<file path="src/core/tmw_consts.svh">
// register map, field positions and fixed values of the 8-bit timer control block
`ifndef TMW_CONSTS_SVH
`define TMW_CONSTS_SVH
`define TMW_OFF_CTRL_A 8'h00
`define TMW_OFF_CTRL_B 8'h04
`define TMW_OFF_CMP_A 8'h08
`define TMW_OFF_CMP_B 8'h0C
`define TMW_OFF_COUNT 8'h10
`define TMW_OFF_CFG 8'h14
`define TMW_OFF_FLAGS 8'h18
`define TMW_RST_BYTE 8'h00
`define TMW_MAX 8'hFF
`define TMW_BOTTOM 8'h00
`define TMW_WM_NORMAL 3'h0
`define TMW_WM_PC_FF 3'h1
`define TMW_WM_CTC 3'h2
`define TMW_WM_FAST_FF 3'h3
`define TMW_WM_PC_OCA 3'h5
`define TMW_WM_FAST_OCA 3'h7
`define TMW_CS_STOP 3'h0
`define TMW_CS_DIV1 3'h1
`define TMW_CS_DIV8 3'h2
`define TMW_CS_DIV32 3'h3
`define TMW_CS_DIV64 3'h4
`define TMW_CS_DIV128 3'h5
`define TMW_CS_DIV256 3'h6
`define TMW_CS_DIV1024 3'h7
`define TMW_COM_OFF 2'h0
`define TMW_COM_TOGGLE 2'h1
`define TMW_COM_CLEAR 2'h2
`define TMW_COM_SET 2'h3
`define TMW_BIT_FORCE_A 7
`define TMW_BIT_FORCE_B 6
`define TMW_BIT_WM_HIGH 3
`define TMW_BIT_ASYNC 0
`define TMW_BIT_OVF 0
`define TMW_BIT_MATCH_A 1
`define TMW_BIT_MATCH_B 2
`endif

</file>
<file path="src/core/tmw_pkg.sv">
// types of the 8-bit timer control block
package tmw_pkg;
    typedef struct packed {
        logic [1:0] com_a;
        logic [1:0] com_b;
        logic [2:0] wm;
        logic [2:0] cs;
        logic [7:0] cmpa_buf;
        logic [7:0] cmpb_buf;
        logic [7:0] cmpa;
        logic [7:0] cmpb;
        logic [7:0] cnt;
        logic down;
        logic [9:0] pre;
        logic asel;
        logic ovf;
        logic mfa;
        logic mfb;
        logic wa;
        logic wb;
        logic s1;
        logic s2;
        logic s3;
        logic ack;
        logic [31:0] dat;
    } tmw_state_t;
endpackage

</file>
<file path="src/core/tmw_timer.sv">
// 8-bit timer waveform and clock-select control with a Wishbone slave
// What this block does
// - nonzero output mode routes wave output to pin; driver needs direction bit.
// - non-PWM codes: 00 off, 01 toggle, 10 clear, 11 set on match.
// - fast PWM code 01 on A: level held, pin still routed, if mode high 0; toggle if 1.
// - fast PWM 10 clear on match set at bottom; 11 inverse; B 01 reserved.
// - fast PWM compare equal TOP with upper bit: ignore match, act at bottom.
// - phase PWM B: 10 clears up, sets down; 11 opposite; 01 reserved.
// - phase PWM compare equal TOP with upper bit: ignore match, act at TOP.
// - unused control bits 3:2 and 5:4 always read zero.
// - waveform mode is second register bit 3 over first register bits 1:0.
// - modes 0,2 immediate update, flag MAX; 1 top/bottom; 3 bottom/MAX.
// - modes 2,5,7 take TOP from compare A; 4 and 6 reserved.
// - MAX is 0xFF and BOTTOM is 0x00.
// - force strobe in non-PWM applies current compare action at once.
// - forced compare sets no flag, clears no counter; strobes read zero.
// - clock codes 000 stop, 001 undivided, 010 /8, 011 /32.
// - output mode change acts at next match, or at the PWM bottom/TOP event, unless forced.
// - source clock is system clock, or oscillator pin when async selected.
//
// The Wishbone interface to the registers and the register addresses were chosen for this implementation.
`timescale 1ns/1ps
`include "tmw_consts.svh"
`default_nettype none
module tmw_timer
    import tmw_pkg::*;
#(
    parameter int ADDR_W = 8
) (
    input wire logic clk_i,
    input wire logic rst_b_i,
    input wire logic wb_cyc_i,
    input wire logic wb_stb_i,
    input wire logic wb_we_i,
    input wire logic [ADDR_W-1:0] wb_adr_i,
    input wire logic [3:0] wb_sel_i,
    input wire logic [31:0] wb_dat_i,
    output logic [31:0] wb_dat_o,
    output logic wb_ack_o,
    input wire logic osc_pin_i,
    input wire logic dir_a_i,
    input wire logic dir_b_i,
    output logic override_a_o,
    output logic override_b_o,
    output logic wave_a_o,
    output logic wave_b_o,
    output logic wave_a_oe_o,
    output logic wave_b_oe_o
);
    if (ADDR_W < 8) begin : g_chk
        $error("tmw_timer: ADDR_W must be at least 8");
    end

    tmw_state_t q, n;
    logic fast, pc, pwm, clear_on_match_mode, src, tick, at_top, ma, mb, top_ev;
    logic req, wr, fa, fb, cmpa_top, cmpb_top;
    logic [7:0] top, addr, wbyte;
    logic [9:0] mask;

    // prescaler mask per clock code, period equals divide ratio
    function automatic logic [9:0] div_mask(input logic [2:0] cs);
        unique case (cs)
            `TMW_CS_DIV8: div_mask = 10'h007;
            `TMW_CS_DIV32: div_mask = 10'h01F;
            `TMW_CS_DIV64: div_mask = 10'h03F;
            `TMW_CS_DIV128: div_mask = 10'h07F;
            `TMW_CS_DIV256: div_mask = 10'h0FF;
            `TMW_CS_DIV1024: div_mask = 10'h3FF;
            default: div_mask = 10'h000;
        endcase
    endfunction

    // next level of one wave output for the current events
    function automatic logic wave_step(input logic cur, input logic [1:0] com,
        input logic is_a, input logic wmh, input logic f, input logic p, input logic dn,
        input logic mt, input logic tev, input logic ot);
        wave_step = cur;
        if (f) begin
            if (tev && com[1]) begin
                wave_step = ~com[0];
            end else if (mt && com[1] && !ot) begin
                wave_step = com[0];
            end else if (mt && com == `TMW_COM_TOGGLE && is_a && wmh) begin
                wave_step = ~cur;
            end
        end else if (p) begin
            if (com[1] && ot) begin
                if (tev) begin
                    wave_step = ~com[0];
                end
            end else if (mt && com[1]) begin
                wave_step = dn ? ~com[0] : com[0];
            end else if (mt && com == `TMW_COM_TOGGLE && is_a && wmh) begin
                wave_step = ~cur;
            end
        end else if (mt) begin
            unique case (com)
                `TMW_COM_TOGGLE: wave_step = ~cur;
                `TMW_COM_CLEAR: wave_step = 1'b0;
                `TMW_COM_SET: wave_step = 1'b1;
                default: wave_step = cur;
            endcase
        end
    endfunction

    // mode decode and timebase
    assign fast = q.wm == `TMW_WM_FAST_FF || q.wm == `TMW_WM_FAST_OCA;
    assign pc = q.wm == `TMW_WM_PC_FF || q.wm == `TMW_WM_PC_OCA;
    assign pwm = fast | pc;
    assign clear_on_match_mode = q.wm == `TMW_WM_CTC;
    assign top = (clear_on_match_mode || q.wm == `TMW_WM_PC_OCA || q.wm == `TMW_WM_FAST_OCA)
        ? q.cmpa : `TMW_MAX;
    assign src = q.asel ? (q.s2 & ~q.s3) : 1'b1;
    assign mask = div_mask(q.cs);
    assign tick = src && q.cs != `TMW_CS_STOP && (q.pre & mask) == mask;
    assign at_top = q.cnt == top;
    assign ma = tick && q.cnt == q.cmpa;
    assign mb = tick && q.cnt == q.cmpb;
    assign top_ev = tick && at_top && (fast || (pc && !q.down));
    assign cmpa_top = q.cmpa == top;
    assign cmpb_top = q.cmpb == top;

    // bus decode; writes land on the edge where the master sees ack
    assign req = wb_cyc_i && wb_stb_i;
    assign wr = req && wb_we_i && q.ack && wb_sel_i[0];
    assign addr = wb_adr_i[7:0];
    assign wbyte = wb_dat_i[7:0];
    assign fa = wr && addr == `TMW_OFF_CTRL_B && wbyte[`TMW_BIT_FORCE_A] && !pwm;
    assign fb = wr && addr == `TMW_OFF_CTRL_B && wbyte[`TMW_BIT_FORCE_B] && !pwm;

    // whole next state
    always_comb begin
        n = q;
        n.s1 = osc_pin_i;
        n.s2 = q.s1;
        n.s3 = q.s2;
        if (src && q.cs != `TMW_CS_STOP) begin
            n.pre = q.pre + 10'h001;
        end
        // counting sequence
        if (tick) begin
            if (pc) begin
                if (!q.down) begin
                    n.cnt = at_top ? q.cnt - 8'h01 : q.cnt + 8'h01;
                    n.down = at_top;
                end else if (q.cnt == `TMW_BOTTOM) begin
                    n.cnt = q.cnt + 8'h01;
                    n.down = 1'b0;
                end else begin
                    n.cnt = q.cnt - 8'h01;
                end
            end else begin
                n.cnt = at_top ? `TMW_BOTTOM : q.cnt + 8'h01;
            end
        end
        // compare buffer transfer point
        if (!pwm || top_ev) begin
            n.cmpa = q.cmpa_buf;
            n.cmpb = q.cmpb_buf;
        end
        // waveform outputs, force uses the mode bits already in place
        n.wa = wave_step(q.wa, q.com_a, 1'b1, q.wm[2], fast, pc, q.down, ma | fa,
            top_ev, cmpa_top);
        n.wb = wave_step(q.wb, q.com_b, 1'b0, q.wm[2], fast, pc, q.down, mb | fb,
            top_ev, cmpb_top);
        // register writes
        if (wr) begin
            unique case (addr)
                `TMW_OFF_CTRL_A: begin
                    n.com_a = wbyte[7:6];
                    n.com_b = wbyte[5:4];
                    n.wm[1:0] = wbyte[1:0];
                end
                `TMW_OFF_CTRL_B: begin
                    n.wm[2] = wbyte[`TMW_BIT_WM_HIGH];
                    n.cs = wbyte[2:0];
                end
                `TMW_OFF_CMP_A: n.cmpa_buf = wbyte;
                `TMW_OFF_CMP_B: n.cmpb_buf = wbyte;
                `TMW_OFF_COUNT: n.cnt = wbyte;
                `TMW_OFF_CFG: n.asel = wbyte[`TMW_BIT_ASYNC];
                `TMW_OFF_FLAGS: begin
                    n.ovf = q.ovf & ~wbyte[`TMW_BIT_OVF];
                    n.mfa = q.mfa & ~wbyte[`TMW_BIT_MATCH_A];
                    n.mfb = q.mfb & ~wbyte[`TMW_BIT_MATCH_B];
                end
                default: n.cs = q.cs;
            endcase
        end
        // sticky flags, a set beats a clear; forces never set them
        if (pc ? (tick && q.down && q.cnt == `TMW_BOTTOM)
            : (q.wm == `TMW_WM_FAST_OCA ? top_ev : (tick && q.cnt == `TMW_MAX))) begin
            n.ovf = 1'b1;
        end
        if (ma) begin
            n.mfa = 1'b1;
        end
        if (mb) begin
            n.mfb = 1'b1;
        end
        // single-cycle ack with registered read data
        n.ack = req && !q.ack;
        n.dat = 32'h0000_0000;
        if (req && !q.ack && !wb_we_i) begin
            unique case (addr)
                `TMW_OFF_CTRL_A: n.dat[7:0] = {q.com_a, q.com_b, 2'b00, q.wm[1:0]};
                `TMW_OFF_CTRL_B: n.dat[7:0] = {4'h0, q.wm[2], q.cs};
                `TMW_OFF_CMP_A: n.dat[7:0] = q.cmpa_buf;
                `TMW_OFF_CMP_B: n.dat[7:0] = q.cmpb_buf;
                `TMW_OFF_COUNT: n.dat[7:0] = q.cnt;
                `TMW_OFF_CFG: n.dat[7:0] = {7'h00, q.asel};
                `TMW_OFF_FLAGS: n.dat[7:0] = {5'h00, q.mfb, q.mfa, q.ovf};
                default: n.dat = 32'h0000_0000;
            endcase
        end
    end

    // state register
    always_ff @(posedge clk_i) begin
        if (!rst_b_i) begin
            q <= '0;
        end else begin
            q <= n;
        end
    end

    // pin side
    assign override_a_o = |q.com_a;
    assign override_b_o = |q.com_b;
    assign wave_a_oe_o = (|q.com_a) & dir_a_i;
    assign wave_b_oe_o = (|q.com_b) & dir_b_i;
    assign wave_a_o = q.wa;
    assign wave_b_o = q.wb;
    assign wb_ack_o = q.ack;
    assign wb_dat_o = q.dat;

    ack_single_a: assert property (@(posedge clk_i) disable iff (!rst_b_i)
        wb_ack_o |=> !wb_ack_o) else $error("ack held two cycles");
    reserved_zero_a: assert property (@(posedge clk_i) disable iff (!rst_b_i)
        (wb_ack_o && $past(addr == `TMW_OFF_CTRL_A && !wb_we_i))
        |-> wb_dat_o[3:2] == 2'b00) else $error("reserved bits read nonzero");
    pin_release_a: assert property (@(posedge clk_i) disable iff (!rst_b_i)
        (q.com_a == `TMW_COM_OFF) |-> !wave_a_oe_o && !override_a_o)
        else $error("pin driven while disconnected");
    nonpwm_clear_a: assert property (@(posedge clk_i) disable iff (!rst_b_i)
        (!pwm && ma && q.com_a == `TMW_COM_CLEAR) |=> !wave_a_o)
        else $error("clear on match missed");
    fast_bottom_a: assert property (@(posedge clk_i) disable iff (!rst_b_i)
        (fast && top_ev && q.com_a == `TMW_COM_CLEAR) |=> wave_a_o)
        else $error("bottom set missed");
    phase_up_a: assert property (@(posedge clk_i) disable iff (!rst_b_i)
        (pc && mb && !q.down && !cmpb_top && q.com_b == `TMW_COM_SET) |=> wave_b_o)
        else $error("up-count set missed");
    force_noflag_a: assert property (@(posedge clk_i) disable iff (!rst_b_i)
        (fa && !ma && !q.mfa) |=> !q.mfa) else $error("force set a flag");
    undivided_tick_a: assert property (@(posedge clk_i) disable iff (!rst_b_i)
        (q.cs == `TMW_CS_DIV1 && !q.asel) |-> tick) else $error("undivided tick lost");
    phase_ovf_a: assert property (@(posedge clk_i) disable iff (!rst_b_i)
        (pc && tick && q.down && q.cnt == `TMW_BOTTOM) |=> q.ovf)
        else $error("bottom overflow missed");
    immediate_cmp_a: assert property (@(posedge clk_i) disable iff (!rst_b_i)
        (!pwm && !$past(pwm)) |-> q.cmpa == $past(q.cmpa_buf))
        else $error("compare not immediate");

    // clock select: a stopped code never ticks
    cs_stop_a: assert property (@(posedge clk_i) disable iff (!rst_b_i)
        (q.cs == `TMW_CS_STOP) |-> !tick) else $error("tick while stopped");

    // divide by eight ticks once per eight prescaler states
    div8_tick_a: assert property (@(posedge clk_i) disable iff (!rst_b_i)
        (q.cs == `TMW_CS_DIV8 && !q.asel) |-> tick == (q.pre[2:0] == 3'h7))
        else $error("divide by eight tick wrong");

    // async source: no tick without a synchronised rising edge
    async_src_a: assert property (@(posedge clk_i) disable iff (!rst_b_i)
        (q.asel && !(q.s2 && !q.s3)) |-> !tick)
        else $error("async tick without edge");

    // force strobes and reserved bits read back zero
    force_read_zero_a: assert property (@(posedge clk_i) disable iff (!rst_b_i)
        (wb_ack_o && $past(addr == `TMW_OFF_CTRL_B && !wb_we_i))
        |-> wb_dat_o[7:4] == 4'h0) else $error("strobe bits read nonzero");

    // driver enable only with direction bit and override
    oe_dir_a: assert property (@(posedge clk_i) disable iff (!rst_b_i)
        wave_b_oe_o |-> dir_b_i && override_b_o)
        else $error("driver enabled without direction");

    // waveform mode high bit lands from the second register
    mode_high_a: assert property (@(posedge clk_i) disable iff (!rst_b_i)
        (wr && addr == `TMW_OFF_CTRL_B) |=> q.wm[2] == $past(wb_dat_i[3]))
        else $error("mode high bit not stored");

    // clear-on-match returns the count to bottom at compare A
    ctc_wrap_a: assert property (@(posedge clk_i) disable iff (!rst_b_i)
        (clear_on_match_mode && tick && q.cnt == q.cmpa && !wr) |=> q.cnt == `TMW_BOTTOM)
        else $error("clear on match wrap missed");

    // normal mode wraps from MAX to bottom
    max_wrap_a: assert property (@(posedge clk_i) disable iff (!rst_b_i)
        (q.wm == `TMW_WM_NORMAL && tick && q.cnt == `TMW_MAX && !wr)
        |=> q.cnt == `TMW_BOTTOM) else $error("max wrap missed");

    // non-pwm toggle flips the output on a match
    nonpwm_toggle_a: assert property (@(posedge clk_i) disable iff (!rst_b_i)
        (!pwm && ma && !fa && q.com_a == `TMW_COM_TOGGLE) |=> wave_a_o != $past(wave_a_o))
        else $error("toggle on match missed");

    // phase pwm channel A sets on a down-count match
    phase_down_a: assert property (@(posedge clk_i) disable iff (!rst_b_i)
        (pc && ma && q.down && !cmpa_top && q.com_a == `TMW_COM_CLEAR) |=> wave_a_o)
        else $error("down-count set missed");

    // pwm modes hold the active compare until the update point
    pwm_hold_a: assert property (@(posedge clk_i) disable iff (!rst_b_i)
        (pwm && !top_ev) |=> q.cmpa == $past(q.cmpa))
        else $error("compare updated early");
endmodule
`default_nettype wire

</file>
<file path="config.mk">
export PLATFORM = sky130hd
export DESIGN_NAME = tmw_timer
export DESIGN_NICKNAME = d
export VERILOG_FILES = /design/src/core/tmw_pkg.sv /design/src/core/tmw_timer.sv
export VERILOG_INCLUDE_DIRS = /design/src /design/src/core
export SDC_FILE = /design/constraint.sdc
export NUM_CORES = 1
export LEC_CHECK = 0
export BUFFER_PORTS_ARGS = -buffer_cell sky130_fd_sc_hd__buf_2
export CORE_MARGIN = 10
export CORE_UTILIZATION = 40
export DETAILED_ROUTE_END_ITERATION = 16
export PLACE_DENSITY = 0.63
export SLEW_MARGIN = 20
export SYNTH_ARGS = -nofsm -noshare
export SYNTH_HDL_FRONTEND = slang
export SYNTH_SLANG_ARGS = --single-unit
</file>
<file path="constraint.sdc">
create_clock -name clk_i -period 2.7 [get_ports clk_i]
set_input_delay 0.135 -clock clk_i [delete_from_list [all_inputs] [get_ports clk_i]]
set_output_delay 0.135 -clock clk_i [all_outputs]
set_load 0.005 [all_outputs]
</file>
==> summary.md <==
| Metric | Value |
|---|---|
| 1st-pass router iterations | `5` |
| Final min period | `between 2000 and 3000 ps` |
| Worst hold endpoint | `q[54]` |
| Met3 WL | `1220 um` |
| R2r worst-path depth | `8` |
| Clk buf depth | `2` |
| Synth Area per Inst | `8.19 um2` |
| Final core occ | `47.9%` |
| Design Power | `2.49 mW` |
| Fill cell count | `1310` |
| Crit-path slowest cell | `or4_4` |
| RR Startpoint | `q[97]` |
| Die Y-Extent | `136 um` |
| R2R Setup Slk | `about 100 ps` |
| Post-place setup slack | `-78.0 ps` |
| Clock root buffer | `clkbuf_16` |
| Clock transition at the registers of the reported paths | `roughly 60 ps` |
| Yosys top cell by area | `dfxtp_1` |
| Critical Path Source Type | `register` |
| Num rows | `42` |
| Register bit total from synthesis | `79` |
| Layout cells sized above 1 | `21.5%` |
| Die area | `18400 um2` |
| Most used flip-flop cell after synthesis | `dfxtp_1` |
| Crit Path Category | `register to register` |
| EDFF count, synth | `0` |
| Vias in the first global route | `about 5100` |
| Finish-stage setup viols | `0` |
| DR WL met2 | `7720 um` |
| Relative slew slack | `54.7%` |
| Actual slew at the worst max-slew pin | `674 ps` |
| CP endpoint kind | `register` |
| CP top delay family | `compound AO/OA/AOI/OAI gates` |
| Crit path DAT | `2830 ps` |
| Synth top area cells | `dfxtp_1 (30%), mux2i_1 (8.4%), nor2b_1 (5.5%)` |
| Final Max Tran Viols | `0` |
| GP Congestion | `0.924` |
| Core area | `~13000 um2` |
| RSZ-0062 raised after global routing | `yes` |
| Final Cycle Share | `96.4%` |
| Final hold violation count | `0` |
| Maximum vdd drop | `0.309 mV` |
| Yosys top cell area share | `~30%` |
| CTS Buf Count | `9` |
| Crit Path Max Fanout | `4` |
| Vias | `5156` |
| Peak Freq | `384 MHz` |
| Hold/Removal Path Class | `input port to register` |
| Max_cap viols | `0` |
| Commonest non-fill, non-tap cell in the layout | `dfxtp_1` |
| Gr usage total | `between 10% and 20%` |
| Max layer used | `met4` |
| WL met1 | `about 7200 um` |
| Final net count | `777` |
| Htree depth | `3` |
| Netlist cell types | `82` |
| Remaining DRCs | `0` |
| Vias per cell | `5.73` |
| Pwr Density | `394 nW/um2` |
| Status | `finished, final reports clean` |
| Most frequent cells in the layout | `dfxtp_1 (75), buf_4 (65), nand2_1 (59)` |
| Input/output buffers | `39` |
| Ys async rst share | `0%` |
| Crit Reg-Reg Endpoint | `wave_a_o` |
| Global-route wire length before repair | `about 27000 um` |
| Mapped Cells | `653` |
| Top-Level Pins | `between 90 and 100` |
| Hold path start | `wb_dat_i[1]` |
| Post-synthesis sequential area ratio | `just under 30%` |
| Post-synthesis cell area | `5350 um2` |
| TritonCTS Sinks | `between 70 and 80` |
| Final worst slack | `97.6 ps` |
| Buf+Inv Stages, Crit Path | `0` |
| DRT iter0 DRCs | `about 500` |
| Largest net degree at the start of global routing | `55` |
| TritonCTS clock tree | `built` |
| Setup Skew | `4.93 ps` |
| Critical path required time | `2930 ps` |
| Initial Util | `40.5%` |
| Post-route ant nets | `0` |
| Post-DR wirelength/cell | `18.4 um` |
| CP peak stage delay | `450 ps` |
| Post-CTS Setup Bufs | `0` |
| WHS Path Cells | `3` |
| Global route overflow | `0` |
| Die W | `~140 um` |
| Yosys warns | `0` |
| Total leakage power | `between 2 and 2.5 nW` |
| Clock Latency Late Sink | `between 300 and 400 ps` |
| Diodes inserted | `0` |
| CP Cell Sequence | `or3b_4 -> a2111oi_2 -> a311o_2 -> nand3_4 -> or4_4 -> a32oi_2 -> o311ai_1 -> o221a_1` |
| Area Growth Syn to Fin | `18.1%` |
| Hpwl dp | `12500 um` |
| Final WL | `16600 um` |
| Initial antenna violation count | `0` |
==> kinds of logic after synthesis <==
| family | Yosys count | share of synthesized area (%) |
|---|---|---|
| adders and majority gates | 6 | 1.40 |
| AOI/OAI and AO/OA | 141 | 19.4 |
| and+or+nand+nor | 249 | 25.1 |
| buffers and inverters | 92 | 9.03 |
| other | 1 | 0.0701 |
| xor gates and xnor gates | 31 | 5.08 |
| muxes | 54 | 10.3 |
| DFF | 79 | 29.6 |
==> per-layer routing <==
layer	vias up	global-route usage (%)
met5	-	0
met4	0	6.88
met3	31	3.26
met2	219	29.1
met1	2474	22.9
li1	2432	-
==> per-stage QoR <==
stage	instance area (um2)	hold WS, ps	TNS, ps	instances
3_3_place_gp	5940	353	-284	883
5_1_grt	6320	132	-21.7	900
2_1_floorplan	5430	262	0	676
6_report	6320	102	0	900
4_1_cts	6270	100	0	900
3_5_place_dp	5940	351	-1050	883
==> Yosys cell counts (all sizes together) (4+ instances only) <==
master,instances
nor2,39
nor4,9
nand2,59
inv,16
a22oi,9
nand4,9
o21ai,34
o221ai,4
a21oi,20
or3,8
mux2i,45
o2111ai,5
xnor2,9
clkbuf,35
nor2b,47
buf,40
xor2,22
nor3,18
or2,4
o31ai,5
a21boi,5
nand3,18
and2,18
a32oi,6
ha,6
a211oi,4
a22o,8
mux2,9
dfxtp,79
o211ai,4
and3,4
==> area by class of cell <==
type,count,area (um2),share of cell area [%]
Tap cell,176,220,3.49
Clock inverter,5,58.8,0.931
Inverter,17,63.8,1.01
Multi-Input combinational cell,505,3430,54.3
Sequential cell,79,1590,25.1
Clock buffer,11,233,3.68
Timing Repair Buffer,107,724,11.5
==> registers in the layout, summed over array words and instances (netlist names) <==
name,flops
wave_a_o,1
wave_b_o,1
wb_ack_o,1
n,2
q,66
wb_dat_o,8
==> power by group <==
group | switching (mW) | internal [mW]
Sequential | 0.000949 | 1.17
Clock | 0.506 | 0.717
Combinational | 0.0609 | 0.0343
==> worst reg2reg max path, stage by stage (launching register included) <==
cell and delay, ps:
dfxtp_2 350, or3b_4 420, a2111oi_2 360, a311o_2 200
nand3_4 90, or4_4 450, a32oi_2 250, o311ai_1 130
o221a_1 230
==> worst max-delay path by stage <==
stage / from / endpoint / slack, ps / cells after the start
3_3_place_gp: q[98] / q[72] / -30 / 10
6_report: q[97] / wave_a_o / 100 / 8
2_1_floorplan: q[73] / wave_a_o / 10 / 9
4_1_cts: q[98] / wave_a_o / 4 / 10
5_1_grt: q[33] / wave_a_o / -20 / 10
3_5_place_dp: q[98] / q[71] / -80 / 9
==> repair_timing <==
| action | in CTS | in global routing |
|---|---|---|
| hold buffers | 1 | 0 |
| endpoints found under the hold margin | 1 | 0 |
| resized for setup | 6 | 13 |
| endpoints found under the setup margin | 17 | 9 |
| gates cloned | 0 | 0 |
| pin swaps | 4 | 13 |
(Power assumes the default switching activity.)
